[src/cmar_pkg.sv]
// Shared constants, register map, carrier types and count decode of the address register.
// Assumes a 10 MHz system clock and a single AHB-Lite master.
package cmar_pkg;

  localparam int CLK_PERIOD_NS = 100;
  localparam int PULSE_TIME_NS = 1000;
  localparam int PULSE_CYCLES  = (PULSE_TIME_NS + CLK_PERIOD_NS - 1) / CLK_PERIOD_NS;

  localparam int ADDR_BITS = 12;
  localparam int HALF_BITS = 6;
  localparam int PC_BITS   = 2;

  localparam logic [1:0] PC_IDLE  = 2'h0;
  localparam logic [1:0] PC_CLEAR = 2'h3;

  localparam logic [31:0] CTRL_ADDR   = 32'h0000_0000;
  localparam logic [31:0] STATUS_ADDR = 32'h0000_0004;

  localparam int CTRL_REMOTE_POS   = 0;
  localparam int CTRL_NORMAL_POS   = 1;
  localparam int CTRL_LOW_CNT_POS  = 2;
  localparam int CTRL_HIGH_CNT_POS = 3;
  localparam logic [3:0] CTRL_RESET = 4'hF;

  localparam int STAT_ADDR_POS  = 0;
  localparam int STAT_PC_POS    = 12;
  localparam int STAT_GATE_POS  = 14;
  localparam int STAT_DELAY_POS = 15;

  localparam logic [1:0] HTRANS_NONSEQ = 2'h2;
  localparam logic       HRESP_OKAY    = 1'b0;

  typedef struct packed {
    logic high_half_count_switch;
    logic low_half_count_enable;
    logic normal_clock_mode;
    logic remote_select;
  } cmar_ctrl_type;

  typedef enum logic {
    DRIVE_IDLE,
    DRIVE_ACTIVE
  } cmar_drive_type;

  // Toggle mask of one six-bit half, built on the shared carry terms.
  function automatic logic [5:0] cmar_half_toggle(input logic drive, input logic [5:0] d);
    logic carry_two;
    logic carry_four;
    carry_two  = drive & d[0] & d[1];
    carry_four = carry_two & d[2] & d[3];
    cmar_half_toggle = {carry_four & d[4], carry_four, carry_two & d[2], carry_two,
                        drive & d[0], drive};
  endfunction

endpackage

[src/cmar_top.sv]
// Core memory address register: remote load and clear, local binary counting.
// Assumes external pins are synchronous to CLK and one AHB-Lite master.
//
// Operation
// - Start gate sets any of twelve bits whose address line is one.
// - Start gate needs pulse, counter zero, remote.
// - Counter zero means ready for new access.
// - Clear at end only in remote mode.
// - Normal clear acts asynchronously.
// - Single pulse select suppresses normal clear.
// - Single pulse clear at counter three, clocked.
// - Local mode counts 0000 to 7777 octal.
// - Low half bits 1-6, high 7-12.
// - Bit toggles when all lower bits one.
// - Low count enable false blocks low half.
// - Increment drive one microsecond gates counting.
// - High half counts only through its drive.
// - Shared carry terms for two and four bits.
// - Decode next count from delayed bit copies.
// - Self resetting delay flop updates copies.
// - Write driver only after read timing false.
// - High half counts on low carry or inhibit.
// - Manual step gives one clock increment.
`timescale 1ns/100ps
module cmar_top
  import cmar_pkg::*;
(
  input  wire logic                 CLK,
  input  wire logic                 RESET_N,
  input  wire logic                 HSEL,
  input  wire logic [31:0]          HADDR,
  input  wire logic [1:0]           HTRANS,
  input  wire logic                 HWRITE,
  input  wire logic [2:0]           HSIZE,
  input  wire logic                 HREADY,
  input  wire logic [31:0]          HWDATA,
  output logic [31:0]               HRDATA,
  output logic                      HREADYOUT,
  output logic                      HRESP,
  input  wire logic                 EXTERNAL_START_PULSE,
  input  wire logic [ADDR_BITS-1:0] INCOMING_ADDRESS_LINE,
  input  wire logic                 INFO_CLEAR_TIMING,
  input  wire logic                 READ_DRIVE_TIMING,
  input  wire logic                 WRITE_DRIVE_TIMING,
  input  wire logic                 STEP_REQUEST,
  output logic [ADDR_BITS-1:0]      CORE_ADDRESS_REGISTER,
  output logic [PC_BITS-1:0]        PULSE_COUNTER,
  output logic                      START_GATE,
  output logic                      INCREMENT_DRIVE,
  output logic                      READ_DRIVER_ENABLE,
  output logic                      WRITE_DRIVER_ENABLE
);

  cmar_ctrl_type          ctrl;
  logic [31:0]            status_word;
  logic [ADDR_BITS-1:0]   core_address;
  logic [HALF_BITS-1:0]   low_half_delayed_bit;
  logic [HALF_BITS-1:0]   high_half_delayed_bit;
  logic                   count_delay_flop;
  logic [PC_BITS-1:0]     pulse_counter;
  logic [7:0]             pc_timer;
  logic                   start_gate;
  logic                   normal_clear_drive;
  logic                   single_pulse_select;
  logic                   single_pulse_clear_drive;
  logic                   manual_step_increment;
  cmar_drive_type         drive_state;
  logic [7:0]             drive_count;
  logic                   increment_drive;
  logic                   counted;
  logic                   settled;
  logic                   count_go;
  logic                   low_count;
  logic                   high_half_count_drive;
  logic [HALF_BITS-1:0]   low_toggle;
  logic [HALF_BITS-1:0]   high_toggle;
  logic                   read_driver_enable;
  logic                   write_driver_enable;

  cmar_ahb_slave u_slave (
    .clk         (CLK),
    .reset_n     (RESET_N),
    .hsel        (HSEL),
    .haddr       (HADDR),
    .htrans      (HTRANS),
    .hwrite      (HWRITE),
    .hsize       (HSIZE),
    .hready      (HREADY),
    .hwdata      (HWDATA),
    .status_word (status_word),
    .hrdata      (HRDATA),
    .hreadyout   (HREADYOUT),
    .hresp       (HRESP),
    .ctrl        (ctrl)
  );

  cmar_step_sync u_step (
    .clk                   (CLK),
    .reset_n               (RESET_N),
    .step_request          (STEP_REQUEST),
    .local_mode            (~ctrl.remote_select),
    .manual_step_increment (manual_step_increment)
  );

  // Remote start and clear decodes.
  assign start_gate = EXTERNAL_START_PULSE & (pulse_counter == PC_IDLE)
                      & ctrl.remote_select;
  assign normal_clear_drive = INFO_CLEAR_TIMING & ctrl.remote_select
                              & ctrl.normal_clock_mode;
  assign single_pulse_select = ~ctrl.normal_clock_mode;
  assign single_pulse_clear_drive = ctrl.remote_select & single_pulse_select
                                    & (pulse_counter == PC_CLEAR);

  // Counting decode.
  assign increment_drive = (drive_state == DRIVE_ACTIVE);
  assign settled = ({high_half_delayed_bit, low_half_delayed_bit} == core_address);
  assign count_go = increment_drive & ~counted & settled & ~ctrl.remote_select;
  assign low_count = count_go & ctrl.low_half_count_enable;
  assign high_half_count_drive = count_go & ctrl.high_half_count_switch
                                 & (~ctrl.low_half_count_enable
                                    | (&low_half_delayed_bit));
  assign low_toggle  = cmar_half_toggle(low_count, low_half_delayed_bit);
  assign high_toggle = cmar_half_toggle(high_half_count_drive,
                                        high_half_delayed_bit);

  // Address register: clear wins, then load, then count.
  always_ff @(posedge CLK or posedge normal_clear_drive)
  begin
    if (normal_clear_drive)
      core_address <= '0;
    else if (!RESET_N)
      core_address <= '0;
    else if (single_pulse_clear_drive)
      core_address <= '0;
    else if (start_gate)
      core_address <= core_address | INCOMING_ADDRESS_LINE;
    else if (!ctrl.remote_select)
      core_address <= core_address ^ {high_toggle, low_toggle};
  end

  // Self resetting delay flop.
  always_ff @(posedge CLK)
  begin
    if (!RESET_N)
      count_delay_flop <= 1'b0;
    else
      count_delay_flop <= ~count_delay_flop;
  end

  // Delayed bit copies follow the register while the delay flop is set.
  always_ff @(posedge CLK)
  begin
    if (!RESET_N)
    begin
      low_half_delayed_bit  <= '0;
      high_half_delayed_bit <= '0;
    end
    else if (count_delay_flop)
    begin
      low_half_delayed_bit  <= core_address[HALF_BITS-1:0];
      high_half_delayed_bit <= core_address[ADDR_BITS-1:HALF_BITS];
    end
  end

  // Pulse counter: each state lasts one microsecond, started by the gate.
  always_ff @(posedge CLK)
  begin
    if (!RESET_N)
    begin
      pulse_counter <= PC_IDLE;
      pc_timer      <= 8'h00;
    end
    else if (pulse_counter != PC_IDLE || start_gate || pc_timer != 8'h00)
    begin
      if (pc_timer == 8'(PULSE_CYCLES - 1))
      begin
        pc_timer      <= 8'h00;
        pulse_counter <= pulse_counter + 2'h1;
      end
      else
        pc_timer <= pc_timer + 8'h01;
    end
  end

  // Increment drive stretches one step into a one microsecond drive.
  always_ff @(posedge CLK)
  begin
    if (!RESET_N)
    begin
      drive_state <= DRIVE_IDLE;
      drive_count <= 8'h00;
    end
    else
    begin
      case (drive_state)
        DRIVE_IDLE:
        begin
          drive_count <= 8'h00;
          if (manual_step_increment)
            drive_state <= DRIVE_ACTIVE;
        end
        DRIVE_ACTIVE:
        begin
          if (drive_count == 8'(PULSE_CYCLES - 1))
            drive_state <= DRIVE_IDLE;
          else
            drive_count <= drive_count + 8'h01;
        end
        default:
          drive_state <= DRIVE_IDLE;
      endcase
    end
  end

  // One count per drive.
  always_ff @(posedge CLK)
  begin
    if (!RESET_N)
      counted <= 1'b0;
    else if (!increment_drive)
      counted <= 1'b0;
    else if (count_go)
      counted <= 1'b1;
  end

  // Read and write current drivers never overlap.
  always_ff @(posedge CLK)
  begin
    if (!RESET_N)
    begin
      read_driver_enable  <= 1'b0;
      write_driver_enable <= 1'b0;
    end
    else
    begin
      read_driver_enable  <= READ_DRIVE_TIMING;
      write_driver_enable <= WRITE_DRIVE_TIMING & ~READ_DRIVE_TIMING
                             & ~read_driver_enable;
    end
  end

  always_comb
  begin
    status_word = 32'h0000_0000;
    status_word[STAT_ADDR_POS +: ADDR_BITS] = core_address;
    status_word[STAT_PC_POS +: PC_BITS] = pulse_counter;
    status_word[STAT_GATE_POS] = start_gate;
    status_word[STAT_DELAY_POS] = count_delay_flop;
  end

  assign CORE_ADDRESS_REGISTER = core_address;
  assign PULSE_COUNTER         = pulse_counter;
  assign START_GATE            = start_gate;
  assign INCREMENT_DRIVE       = increment_drive;
  assign READ_DRIVER_ENABLE    = read_driver_enable;
  assign WRITE_DRIVER_ENABLE   = write_driver_enable;
endmodule // cmar_top

[src/cmar_step_sync.sv]
// Turns the manual step request level into a single clock pulse.
// Assumes the request is a slow level held for at least two clocks.
`timescale 1ns/100ps
module cmar_step_sync
  import cmar_pkg::*;
(
  input  wire logic clk,
  input  wire logic reset_n,
  input  wire logic step_request,
  input  wire logic local_mode,
  output logic      manual_step_increment
);

  logic req_meta;
  logic req_sync;
  logic req_last;

  always_ff @(posedge clk)
  begin
    if (!reset_n)
    begin
      req_meta <= 1'b0;
      req_sync <= 1'b0;
      req_last <= 1'b0;
    end
    else
    begin
      req_meta <= step_request;
      req_sync <= req_meta;
      req_last <= req_sync;
    end
  end

  always_ff @(posedge clk)
  begin
    if (!reset_n)
      manual_step_increment <= 1'b0;
    else
      manual_step_increment <= req_sync & ~req_last & local_mode;
  end
endmodule // cmar_step_sync

[src/cmar_ahb_slave.sv]
// AHB-Lite slave holding the control register and reading back block status.
// Assumes whole-word single transfers; answers with no wait state, always OKAY.
`timescale 1ns/100ps
module cmar_ahb_slave
  import cmar_pkg::*;
(
  input  wire logic          clk,
  input  wire logic          reset_n,
  input  wire logic          hsel,
  input  wire logic [31:0]   haddr,
  input  wire logic [1:0]    htrans,
  input  wire logic          hwrite,
  input  wire logic [2:0]    hsize,
  input  wire logic          hready,
  input  wire logic [31:0]   hwdata,
  input  wire logic [31:0]   status_word,
  output logic [31:0]        hrdata,
  output logic               hreadyout,
  output logic               hresp,
  output cmar_ctrl_type      ctrl
);

  logic        pend_write;
  logic [31:0] pend_addr;
  logic        take;

  assign take      = hsel & htrans[1] & hready;
  assign hreadyout = 1'b1;
  assign hresp     = HRESP_OKAY;

  always_ff @(posedge clk)
  begin
    if (!reset_n)
    begin
      pend_write <= 1'b0;
      pend_addr  <= 32'h0000_0000;
    end
    else
    begin
      pend_write <= take & hwrite;
      pend_addr  <= haddr;
    end
  end

  always_ff @(posedge clk)
  begin
    if (!reset_n)
      hrdata <= 32'h0000_0000;
    else if (take & ~hwrite)
    begin
      if (haddr == CTRL_ADDR)
        hrdata <= {28'h000_0000, ctrl};
      else if (haddr == STATUS_ADDR)
        hrdata <= status_word;
      else
        hrdata <= 32'h0000_0000;
    end
  end

  always_ff @(posedge clk)
  begin
    if (!reset_n)
      ctrl <= cmar_ctrl_type'(CTRL_RESET);
    else if (pend_write && pend_addr == CTRL_ADDR)
    begin
      ctrl.remote_select          <= hwdata[CTRL_REMOTE_POS];
      ctrl.normal_clock_mode      <= hwdata[CTRL_NORMAL_POS];
      ctrl.low_half_count_enable  <= hwdata[CTRL_LOW_CNT_POS];
      ctrl.high_half_count_switch <= hwdata[CTRL_HIGH_CNT_POS];
    end
  end
endmodule // cmar_ahb_slave

[config.mk]
export PLATFORM = sky130hd
export DESIGN_NAME = cmar_top
export DESIGN_NICKNAME = d
export VERILOG_FILES = /design/src/cmar_pkg.sv /design/src/cmar_top.sv /design/src/cmar_step_sync.sv /design/src/cmar_ahb_slave.sv
export SDC_FILE = /design/constraint.sdc
export NUM_CORES = 1
export LEC_CHECK = 0
export BUFFER_PORTS_ARGS = -buffer_cell sky130_fd_sc_hd__buf_2
export CAP_MARGIN = 20
export CORE_AREA = 2 2 91 115
export DETAILED_ROUTE_END_ITERATION = 8
export DIE_AREA = 0 0 93 117
export PLACE_DENSITY = 0.7
export SLEW_MARGIN = 0
export SYNTH_ARGS = -nofsm -noshare
export SYNTH_HDL_FRONTEND = slang
export SYNTH_SLANG_ARGS = --single-unit
[constraint.sdc]
create_clock -name CLK -period 3 [get_ports CLK]
set_clock_uncertainty 0.15 [all_clocks]
set_input_delay 0.15 -clock CLK [delete_from_list [all_inputs] [get_ports CLK]]
set_output_delay 0.15 -clock CLK [all_outputs]
set_load 0.01 [all_outputs]
==> flow_summary_export.csv, run 1 <==
group,metric,value,unit
final_layout,final_area,5549,um^2
final_layout,diodes,0,
timing,slew_violations,0,
place,numPortBuffers,92,
critical_path,crit_arrival,2.59,ns
final_layout,final_core_util,56.34,%
timing,timing.hold.ws,0.02329,ns
timing,fin_crit_sh,82.92,%
drt,drc,0,
synth,seq_area_frac_synth,49.96,%
synth,synth_common_cells,"dfxtp_1 (92), and2_1 (42), nor2b_1 (27), nor2_1 (26), nand2_1 (21)",
timing,finalSetupViolations,0,
synth,syn_area,4288,um^2
timing,slew_headroom,47.66,%
drt,drt_wl_total,10.26,mm
synth,synth-edff-count,0,
final_layout,fillers,860,
critical_path,path_cells,"xnor2_1 -> nand4_1 -> or4_4 -> nor4_4 -> a221oi_1 -> a311oi_1",
drt,ant_nets,0,
drt,viasPerCell,5.050,
cts,htreeDepth,3,
timing,tightest_slew,0.7840,ns
synth,yosys.area.top_type,"dfxtp_1",
cts,clk_latency,0.35,ns
critical_path,path_max_fanout,6,
flow_run,maxCapViolations,0,
power_and_ir_drop,power,3.034,mW
grt,grt_pass1_vias,3440,
run_status,status,"complete, no violations",
drt,dr.pass1.iters,4,
synth,synth.most_common_cell,"dfxtp_1",
timing,setup_tns,0,ns
floorplan,rows,41,
critical_path,cp_slowest_cell,"or4_4",
drt,drtIter0Drc,200,
floorplan,start_util,43.53,%
floorplan,core-area,9849,um^2
grt,antenna_found_initial,0,
critical_path,cp-start-kind,"flip-flop",
synth,async_flop_share,11.54,%
floorplan,dieHeight,117,um
power_and_ir_drop,peakVddDrop,0.3481,mV
cts,cts_tree,"done",
synth,syn_area_per_cell,9.880,um^2
critical_path,slowest_delay,0.61,ns
min_path,worstHoldPathType,"primary input to flip-flop",
place,place_hpwl,6.943,mm
timing,min_period,2.488,ns
grt,grt_usage,19.75,%
critical_path,crit_required,3.10,ns
synth,ys.flop_type,"dfxtp_1",
grt,grt_pass1_wl,16.49,mm
synth,ys.warnings.count,0,
place,gp_congestion,0.8278,
timing,rsz0062_at_grt,"false",
synth,ys_ff_latch,104,
synth,yosysTopAreaCellShare,42.95,%
cts,cts_buffers,9,
timing,finalHoldViolations,0,
drt,dr_total_vias,3525,
floorplan,pin_count,143,
place,placed_cell_area,4788,um^2
cts,clock-sinks,104,
floorplan,dieArea,10880,um^2
cts,root_buffer,"clkbuf_16",
synth,synth_cell_type_count,41,
drt,drt-wirelength-per-cell,14.69,um
power_and_ir_drop,static-leakage-power,2.343,nW
grt,grt_remaining_overflow,0,
cts,cts_buffer_depth,2,
synth,netlist_instances,434,
synth,synth_area_leaders,"dfxtp_1 (43%), dfrtp_1 (7.0%), and2_1 (6.1%)",
grt,grt_max_degree,77,
floorplan,fp.dieW,93,um
final_layout,area_delta_synth_final,29.41,%
final_layout,drive_gt1_share,21.09,%
cts,ctsResizeCount,0,
critical_path,critical_path_class,"flip-flop to flip-flop",
power_and_ir_drop,pwr_density_cell,546.8,nW/um^2
cts,clkTransAtPathRegs,0.07,ns
critical_path,crit_path_end_kind,"flip-flop",
final_layout,nets,662,
timing,max_freq,0.4020,GHz
==> placed cells by master (no fill, tap or decap), types with 8 or more instances in the layout <==
cell type      instances
buf_2                 92
clkbuf_16              9
nor2b_1               27
nor4_1                14
conb_1                18
xnor2_1               16
nor2_1                26
and2_1                42
nand2_1               21
mux2i_1               20
o21ai_0                9
xor2_1                 8
a22oi_1               12
nand4_1                8
dfxtp_1               92
dlygate4sd3_1         45
nand3_1               18
dfrtp_1               12
a211oi_1               9
==> per-stage QoR <==
stage,std cells,worst slack (ns)
2_1_floorplan,450,0.7323
3_3_place_gp,637,0.5977
3_5_place_dp,637,0.5095
4_1_cts,698,0.4848
5_1_grt,698,0.3331
6_report,698,0.5124
==> repair_timing <==
item	4_1_cts	5_1_grt
hold buffers	45	0
buffers inserted	0	0
endpoints found under the hold margin	55	0
==> layout make-up <==
| cell class | instances | area [um^2] | share of cell area [%] |
|---|---|---|---|
| Sequential cell | 104 | 2142 | 38.60 |
| Inverter | 7 | 26.28 | 0.4735 |
| Multi-Input combinational cell | 300 | 1961 | 35.33 |
| Clock inverter | 7 | 85.08 | 1.533 |
| Timing Repair Buffer | 142 | 948.4 | 17.09 |
| Tap cell | 129 | 161.4 | 2.909 |
| Clock buffer | 9 | 225.2 | 4.059 |
==> power breakdown <==
| part | internal, mW | switching [mW] |
|---|---|---|
| logic | 0.174 | 0.149 |
| registers | 1.44 | 0.0591 |
| clock network | 0.665 | 0.547 |
==> layer usage <==
layer / up-vias / global-route usage, % / share of wire, %
li1: 1714 / - / -
met1: 1657 / 22.63 / 40
met2: 121 / 33.96 / 50
met4: 0 / 11.08 / 4.1
met5: - / 0 / 0
met3: 33 / 4.802 / 5.4
==> worst paths after layout <==
check	slack (ns)	cells after the start	end	start
worst max-delay path	0.51	6	CORE_ADDRESS_REGISTER[5]$_DFFE_PP0P_	CORE_ADDRESS_REGISTER[3]$_DFFE_PP0P_
min in group asynchronous	0.18	1	CORE_ADDRESS_REGISTER[10]$_DFFE_PP0P_	u_slave.ctrl[1]$_SDFFE_PN1P_
worst max register to register	0.51	6	CORE_ADDRESS_REGISTER[5]$_DFFE_PP0P_	CORE_ADDRESS_REGISTER[3]$_DFFE_PP0P_
max in group asynchronous	1.96	1	CORE_ADDRESS_REGISTER[2]$_DFFE_PP0P_	u_slave.ctrl[0]$_SDFFE_PN1P_
worst min register to register	0.18	1	CORE_ADDRESS_REGISTER[10]$_DFFE_PP0P_	u_slave.ctrl[1]$_SDFFE_PN1P_
worst min-delay path	0.02	3	CORE_ADDRESS_REGISTER[4]$_DFFE_PP0P_	INCOMING_ADDRESS_LINE[4]
==> worst max-delay path: cells and delay by family, from the launching register on <==
kind | cells | cell delay [ns]
AND/OR/NAND/NOR | 3 | 1.15
AO/OA/AOI/OAI | 2 | 0.41
flip-flops | 1 | 0.47
XOR/XNOR | 1 | 0.20
==> registers in the layout, summed over array words and instances, names as in the netlist, 2 cells and up <==
register and count:
pc_timer 8, drive_count 8, CORE_ADDRESS_REGISTER 12, u_slave.hrdata 16
PULSE_COUNTER 2, u_slave.ctrl 4, u_slave.pend_addr 32, high_half_delayed_bit 6
low_half_delayed_bit 6
==> kinds of logic after synthesis <==
family | after synthesis | share of synthesized area (%)
muxes | 22 | 5.194
other | 2 | 0.1751
buffers and inverters | 46 | 5.865
and+or+nand+nor | 181 | 23.81
DFF | 104 | 49.96
AOI/OAI and AO/OA | 47 | 7.674
adders and majority gates | 7 | 2.043
xor gates and xnor gates | 25 | 5.282
No activity file was read; power rests on OpenSTA's default activity.
==> run 2, diff against run 1 <==
Settings changed: ABC_AREA from default to 1, CORE_AREA 2 2 91 115 to 2 2 95 120, DIE_AREA 0 0 93 117 to 0 0 97 122, PLACE_DENSITY 0.7 to 0.69.
Clock period 3 ns to 2.4 ns, I/O delays scaled along.
==> flow_summary_export.csv, run 2 <==
group,metric,value,unit
run_status,status,"complete, no violations",
final_layout,largest_reg_flops,32,
cts,clkTransAtPathRegs,0.08,ns
synth,synth.most_common_cell,"nand2_1",
synth,synth_common_cells,"nand2_1 (131), inv_1 (100), dfxtp_1 (92), a21oi_1 (58), nor2_1 (50)",
synth,synth_area_leaders,"dfxtp_1 (39%), nand2_1 (10%), inv_1 (7.9%)",
critical_path,cp-start-kind,"flip-flop",
cts,clk_latency,0.36,ns
synth,syn_area_per_cell,7.318,um^2
timing,finalSetupViolations,0,
place,place_hpwl,8.653,mm
cts,cts_buffers,9,
synth,synth-edff-count,0,
floorplan,rows,43,
timing,fin_crit_sh,84.30,%
floorplan,pin_count,143,
critical_path,crit_path_end,"CORE_ADDRESS_REGISTER[7]$_DFFE_PP0P_",
final_layout,area_delta_synth_final,28.74,%
synth,synth_cell_type_count,41,
floorplan,core-area,10810,um^2
place,gp_congestion,0.9321,
critical_path,startpoint,"PULSE_COUNTER[0]$_SDFFE_PN0P_",
drt,drc,0,
critical_path,r2r_end,"CORE_ADDRESS_REGISTER[7]$_DFFE_PP0P_",
cts,ctsResizeCount,0,
synth,syn_area,4750,um^2
synth,async_flop_share,11.54,%
floorplan,dieHeight,122,um
grt,grt_usage,21.49,%
drt,drtIter0Drc,178,
synth,netlist_instances,649,
synth,seq_area_frac_synth,45.10,%
floorplan,start_util,43.92,%
timing,slew_headroom,47.03,%
timing,setup_tns,0,ns
drt,drt_wl_total,12.74,mm
critical_path,critical_path_class,"flip-flop to flip-flop",
grt,grt_max_degree,32,
final_layout,final_common_cell,"nand2_1",
critical_path,r2r_slack,0.38,ns
flow_run,maxCapViolations,0,
critical_path,crit_arrival,2.15,ns
final_layout,top_register,"u_slave.pend_addr",
synth,ys.flop_type,"dfxtp_1",
timing,timing.hold.ws,0.05623,ns
cts,root_buffer,"clkbuf_16",
grt,grt_pass1_wl,20.28,mm
synth,yosysTopAreaCellShare,38.78,%
drt,dr_total_vias,4643,
timing,finalHoldViolations,0,
critical_path,crit_required,2.53,ns
power_and_ir_drop,power,3.840,mW
power_and_ir_drop,pwr_density_cell,628.0,nW/um^2
grt,grt_remaining_overflow,0,
timing,max_freq,0.4943,GHz
critical_path,r2r_start,"PULSE_COUNTER[0]$_SDFFE_PN0P_",
place,placed_cell_area,5268,um^2
timing,slew_violations,0,
power_and_ir_drop,peakVddDrop,0.3659,mV
timing,min_period,2.023,ns
synth,ys_ff_latch,104,
final_layout,nets,890,
grt,antenna_found_initial,0,
critical_path,ff2ff_path_depth,9,
place,post-place-ws,0.4067,ns
timing,setup_slack,0.3769,ns
final_layout,diodes,0,
drt,dr.pass1.iters,4,
final_layout,fillers,1009,
final_layout,layout_common_cells,"nand2_1 (131), inv_1 (100), dfxtp_1 (92), buf_2 (92), a21oi_1 (58)",
drt,drt-wirelength-per-cell,13.67,um
min_path,worstHoldPathType,"primary input to flip-flop",
floorplan,fp.dieW,97,um
drt,ant_nets,0,
cts,clock-sinks,104,
place,numPortBuffers,92,
cts,cts_buffer_depth,2,
drt,viasPerCell,4.982,
critical_path,path_max_fanout,14,
synth,yosys.area.top_type,"dfxtp_1",
cts,htreeDepth,3,
critical_path,crit_path_end_kind,"flip-flop",
timing,tightest_slew,0.7935,ns
power_and_ir_drop,static-leakage-power,2.948,nW
synth,ys.warnings.count,0,
final_layout,final_area,6115,um^2
timing,rsz0062_at_grt,"false",
grt,grt_pass1_vias,4527,
final_layout,drive_gt1_share,17.94,%
cts,cts_tree,"done",
min_path,min_path_cells,5,
floorplan,dieArea,11830,um^2
==> run 2: cell count changes after synthesis, moves of 12 or more <==
cell     previous run  this run
xnor2_1            16         2
nand3_1            18        45
mux2i_1            20         0
a21oi_1             5        58
and2_1             42         2
nand2_1            21       131
o21ai_0             9        33
a22oi_1            12         0
nor2_1             26        50
inv_1               7       100
nor2b_1            27         0
==> run 2: final cells by class <==
class / count / area (um^2) / area share [%]
Tap cell: 135 / 168.9 / 2.762
Multi-Input combinational cell: 421 / 2056 / 33.62
Clock inverter: 7 / 91.34 / 1.494
Timing Repair Buffer: 150 / 1028 / 16.82
Clock buffer: 9 / 225.2 / 3.683
Sequential cell: 104 / 2142 / 35.03
Inverter: 106 / 402.9 / 6.589
==> run 2: power breakdown <==
group	internal (mW)	switching [mW]
Clock	0.756	0.762
Combinational	0.202	0.254
Sequential	1.80	0.0676
Total	2.76	1.08
==> run 2: cell families after synthesis <==
| logic type | Yosys count | share of synthesized area [%] |
|---|---|---|
| AO/OA/AOI/OAI | 104 | 11.41 |
| adder cells (fa/ha/maj) | 7 | 1.844 |
| other | 2 | 0.1581 |
| buffers and inverters | 140 | 12.88 |
| AND/OR/NAND/NOR | 289 | 28.06 |
| flip-flops | 104 | 45.10 |
| XOR/XNOR | 3 | 0.5533 |
==> run 2: critical path: stages, from the launching register on <==
cell     delay, ns
dfxtp_1       0.42
inv_1         0.07
ha_1          0.21
nand2_1       0.13
inv_2         0.16
nor2_2        0.17
inv_1         0.08
nor2_2        0.20
inv_1         0.19
o21ai_0       0.17
==> run 2: how the worst min path moves through the flow <==
| stage | from | end | slack [ns] |
|---|---|---|---|
| global route | INCOMING_ADDRESS_LINE[0] | CORE_ADDRESS_REGISTER[0]$_DFFE_PP0P_ | 0.11 |
| global placement | INFO_CLEAR_TIMING | CORE_ADDRESS_REGISTER[0]$_DFFE_PP0P_ | 0.11 |
| floorplan | INFO_CLEAR_TIMING | CORE_ADDRESS_REGISTER[0]$_DFFE_PP0P_ | -0.13 |
| CTS | INCOMING_ADDRESS_LINE[6] | CORE_ADDRESS_REGISTER[6]$_DFFE_PP0P_ | 0.05 |
| detailed placement | INFO_CLEAR_TIMING | CORE_ADDRESS_REGISTER[0]$_DFFE_PP0P_ | 0.12 |
| finish | INCOMING_ADDRESS_LINE[6] | CORE_ADDRESS_REGISTER[6]$_DFFE_PP0P_ | 0.06 |
==> run 2: stage by stage <==
step	instances	utilization [%]
2_1_floorplan	665	-
3_3_place_gp	863	48.71
3_5_place_dp	863	48.71
4_1_cts	932	56.54
5_1_grt	932	56.54
6_report	932	56.54
==> run 2: repair_timing <==
| action | 4_1_cts | 5_1_grt |
|---|---|---|
| setup buffers | 0 | 0 |
| hold buffers | 53 | 0 |
| hold endpoints to repair | 63 | 0 |
| setup endpoints to repair | 0 | 0 |
==> run 2: metal layers <==
layer | GRT usage (%) | wire, um | up-vias
met3 | 5.393 | 570 | 43
li1 | - | - | 2311
met2 | 39.28 | 6602 | 150
met5 | 0 | 0 | -
met1 | 23.11 | 5114 | 2139
met4 | 10.56 | 449 | 0
==> run 3, diff against run 2 <==
Settings changed: ABC_AREA 1 to 0, CORE_AREA 2 2 95 120 to 2 2 91 115, DIE_AREA 0 0 97 122 to 0 0 93 117, PLACE_DENSITY 0.69 to 0.73.
Clock period 2.4 ns to 1.77 ns, I/O delays scaled along.
==> flow_summary_export.csv, run 3 (synthesis gave the netlist of run 1 again) <==
group,metric,value,unit
run_status,status,"finished, violations left",
run_status,violations,"setup timing",
timing,fin_crit_sh,118.5,%
drt,ant_nets,0,
cts,clock-sinks,104,
grt,grt_max_degree,28,
drt,drt-wirelength-per-cell,14.75,um
drt,dr.pass1.iters,4,
power_and_ir_drop,power,5.141,mW
power_and_ir_drop,sw_frac_of_total,26.03,%
power_and_ir_drop,p_switching,1.338,mW
drt,dr_total_vias,3774,
final_layout,multi_input_area,2135,um^2
timing,tightest_slew,0.6434,ns
drt,viasPerCell,5.005,
drt,drtIter0Drc,133,
cts,htreeDepth,3,
critical_path,slowest_delay,0.59,ns
critical_path,critical_path_class,"flip-flop to flip-flop",
cts,clk_latency,0.35,ns
final_layout,fin_cells,754,
place,gp_congestion,0.8252,
timing,rsz0062_at_grt,"true",
min_path,worstHoldPathType,"primary input to flip-flop",
final_layout,top_register,"u_slave.pend_addr",
critical_path,crit_path_frequent_cell,"buf_4",
grt,grt_pass1_wl,17.42,mm
critical_path,crit_required,1.84,ns
drt,drc,0,
grt,grt_usage,20.52,%
critical_path,cp_slowest_cell,"or4_4",
timing,slew_violations,0,
cts,cts_buffer_depth,2,
place,dp.cells,680,
timing,timing.hold.ws,0.01119,ns
floorplan,fp.dieW,93,um
power_and_ir_drop,pwr_density_cell,834.8,nW/um^2
critical_path,critical-path-top-delay-family,"simple AND/OR/NAND/NOR gates",
floorplan,start_util,43.53,%
grt,grt_remaining_overflow,0,
final_layout,diodes,0,
final_layout,final_common_cell,"buf_2",
final_layout,final_core_util,62.53,%
final_layout,layout_common_cells,"buf_2 (92), dfxtp_1 (91), dlygate4sd3_1 (55), buf_4 (48), and2_1 (42)",
power_and_ir_drop,pwr-share-clk,37.1,%
critical_path,crit_arrival,2.17,ns
timing,max_freq,0.4768,GHz
floorplan,core-area,9849,um^2
flow_run,maxCapViolations,0,
critical_path,cp-start-kind,"flip-flop",
grt,grt_pass1_vias,3739,
timing,setup_slack,-0.3274,ns
critical_path,path_buf_inv,2,
timing,slew_headroom,56.99,%
power_and_ir_drop,static-leakage-power,2.652,nW
cts,cts_buffers,9,
final_layout,seqCellArea,2143,um^2
grt,antenna_found_initial,0,
floorplan,pin_count,143,
cts,root_buffer,"clkbuf_16",
critical_path,path_cells,"xnor2_2 -> nand3_1 -> or4_4 -> nor4_4 -> buf_4 -> buf_4 -> a311oi_1",
critical_path,path_max_fanout,4,
power_and_ir_drop,p_seq_share,48.9,%
timing,finalHoldViolations,0,
final_layout,nets,718,
floorplan,rows,41,
power_and_ir_drop,p_comb_share,14.0,%
floorplan,dieArea,10880,um^2
power_and_ir_drop,peakVddDrop,0.5438,mV
power_and_ir_drop,p_int,3.803,mW
cts,clkTransAtPathRegs,0.08,ns
cts,cts_tree,"done",
final_layout,fillers,789,
final_layout,drive_gt1_share,31.04,%
timing,min_period,2.097,ns
critical_path,crit_path_end_kind,"flip-flop",
drt,drt_wl_total,11.12,mm
floorplan,dieHeight,117,um
place,place_hpwl,7.433,mm
final_layout,area_delta_synth_final,43.62,%
final_layout,largest_reg_flops,32,
timing,finalSetupViolations,12,
place,numPortBuffers,92,
## run 3: final cells by class
type | count | share of cell area [%]
Inverter | 7 | 0.4267
Sequential cell | 104 | 34.80
Tap cell | 129 | 2.621
Timing Repair Buffer | 198 | 22.82
Multi-Input combinational cell | 300 | 34.66
Clock buffer | 9 | 3.657
Clock inverter | 7 | 1.016
## run 3: stage by stage
step | worst slack (ns) | setup TNS [ns] | cell area [um^2]
floorplan | -0.3450 | -3.006 | 4365
global placement | -0.2818 | -2.585 | 5119
detailed placement | -0.3499 | -3.322 | 5119
CTS | -0.3305 | -2.819 | 6017
global route | -0.4678 | -4.354 | 6158
finish | -0.3274 | -2.810 | 6158
## run 3: power by group through the flow
stage	sequential [mW]	combinational [mW]	clock, mW
6_report	2.51	0.718	1.91
5_1_grt	2.53	0.790	2.04
4_1_cts	2.51	0.666	1.92
3_5_place_dp	2.56	0.564	0
3_3_place_gp	2.55	0.547	0
2_1_floorplan	2.57	0.352	0
## run 3: worst paths after layout
kind                                                       from                              endpoint  slack, ns  depth (start not counted)
max                        CORE_ADDRESS_REGISTER[1]$_DFFE_PP0P_  CORE_ADDRESS_REGISTER[5]$_DFFE_PP0P_      -0.33                          7
min                                                     RESET_N      u_slave.pend_addr[25]$_SDFF_PN0_       0.01                          2
max reg2reg                CORE_ADDRESS_REGISTER[1]$_DFFE_PP0P_  CORE_ADDRESS_REGISTER[5]$_DFFE_PP0P_      -0.33                          7
min reg2reg                        u_slave.ctrl[1]$_SDFFE_PN1P_  CORE_ADDRESS_REGISTER[9]$_DFFE_PP0P_       0.18                          1
max in group asynchronous          u_slave.ctrl[0]$_SDFFE_PN1P_  CORE_ADDRESS_REGISTER[2]$_DFFE_PP0P_       0.72                          2
min in group asynchronous          u_slave.ctrl[1]$_SDFFE_PN1P_  CORE_ADDRESS_REGISTER[9]$_DFFE_PP0P_       0.18                          1
## run 3: what timing repair did
action                                  CTS  global route
buffers inserted                          2             1
resized for setup                        11            28
pin swaps                                 6             6
endpoints found under the setup margin   22            38
endpoints found under the hold margin    65             0
hold buffers                             55             0
## run 3: routing by layer
metal | global-route usage [%] | vias to the layer above | share of wire [%]
met3 | 4.673 | 18 | 6.6
met5 | 0 | - | 0
met2 | 37.00 | 133 | 52
li1 | - | 1827 | -
met1 | 23.69 | 1796 | 40
met4 | 8.039 | 0 | 2.1
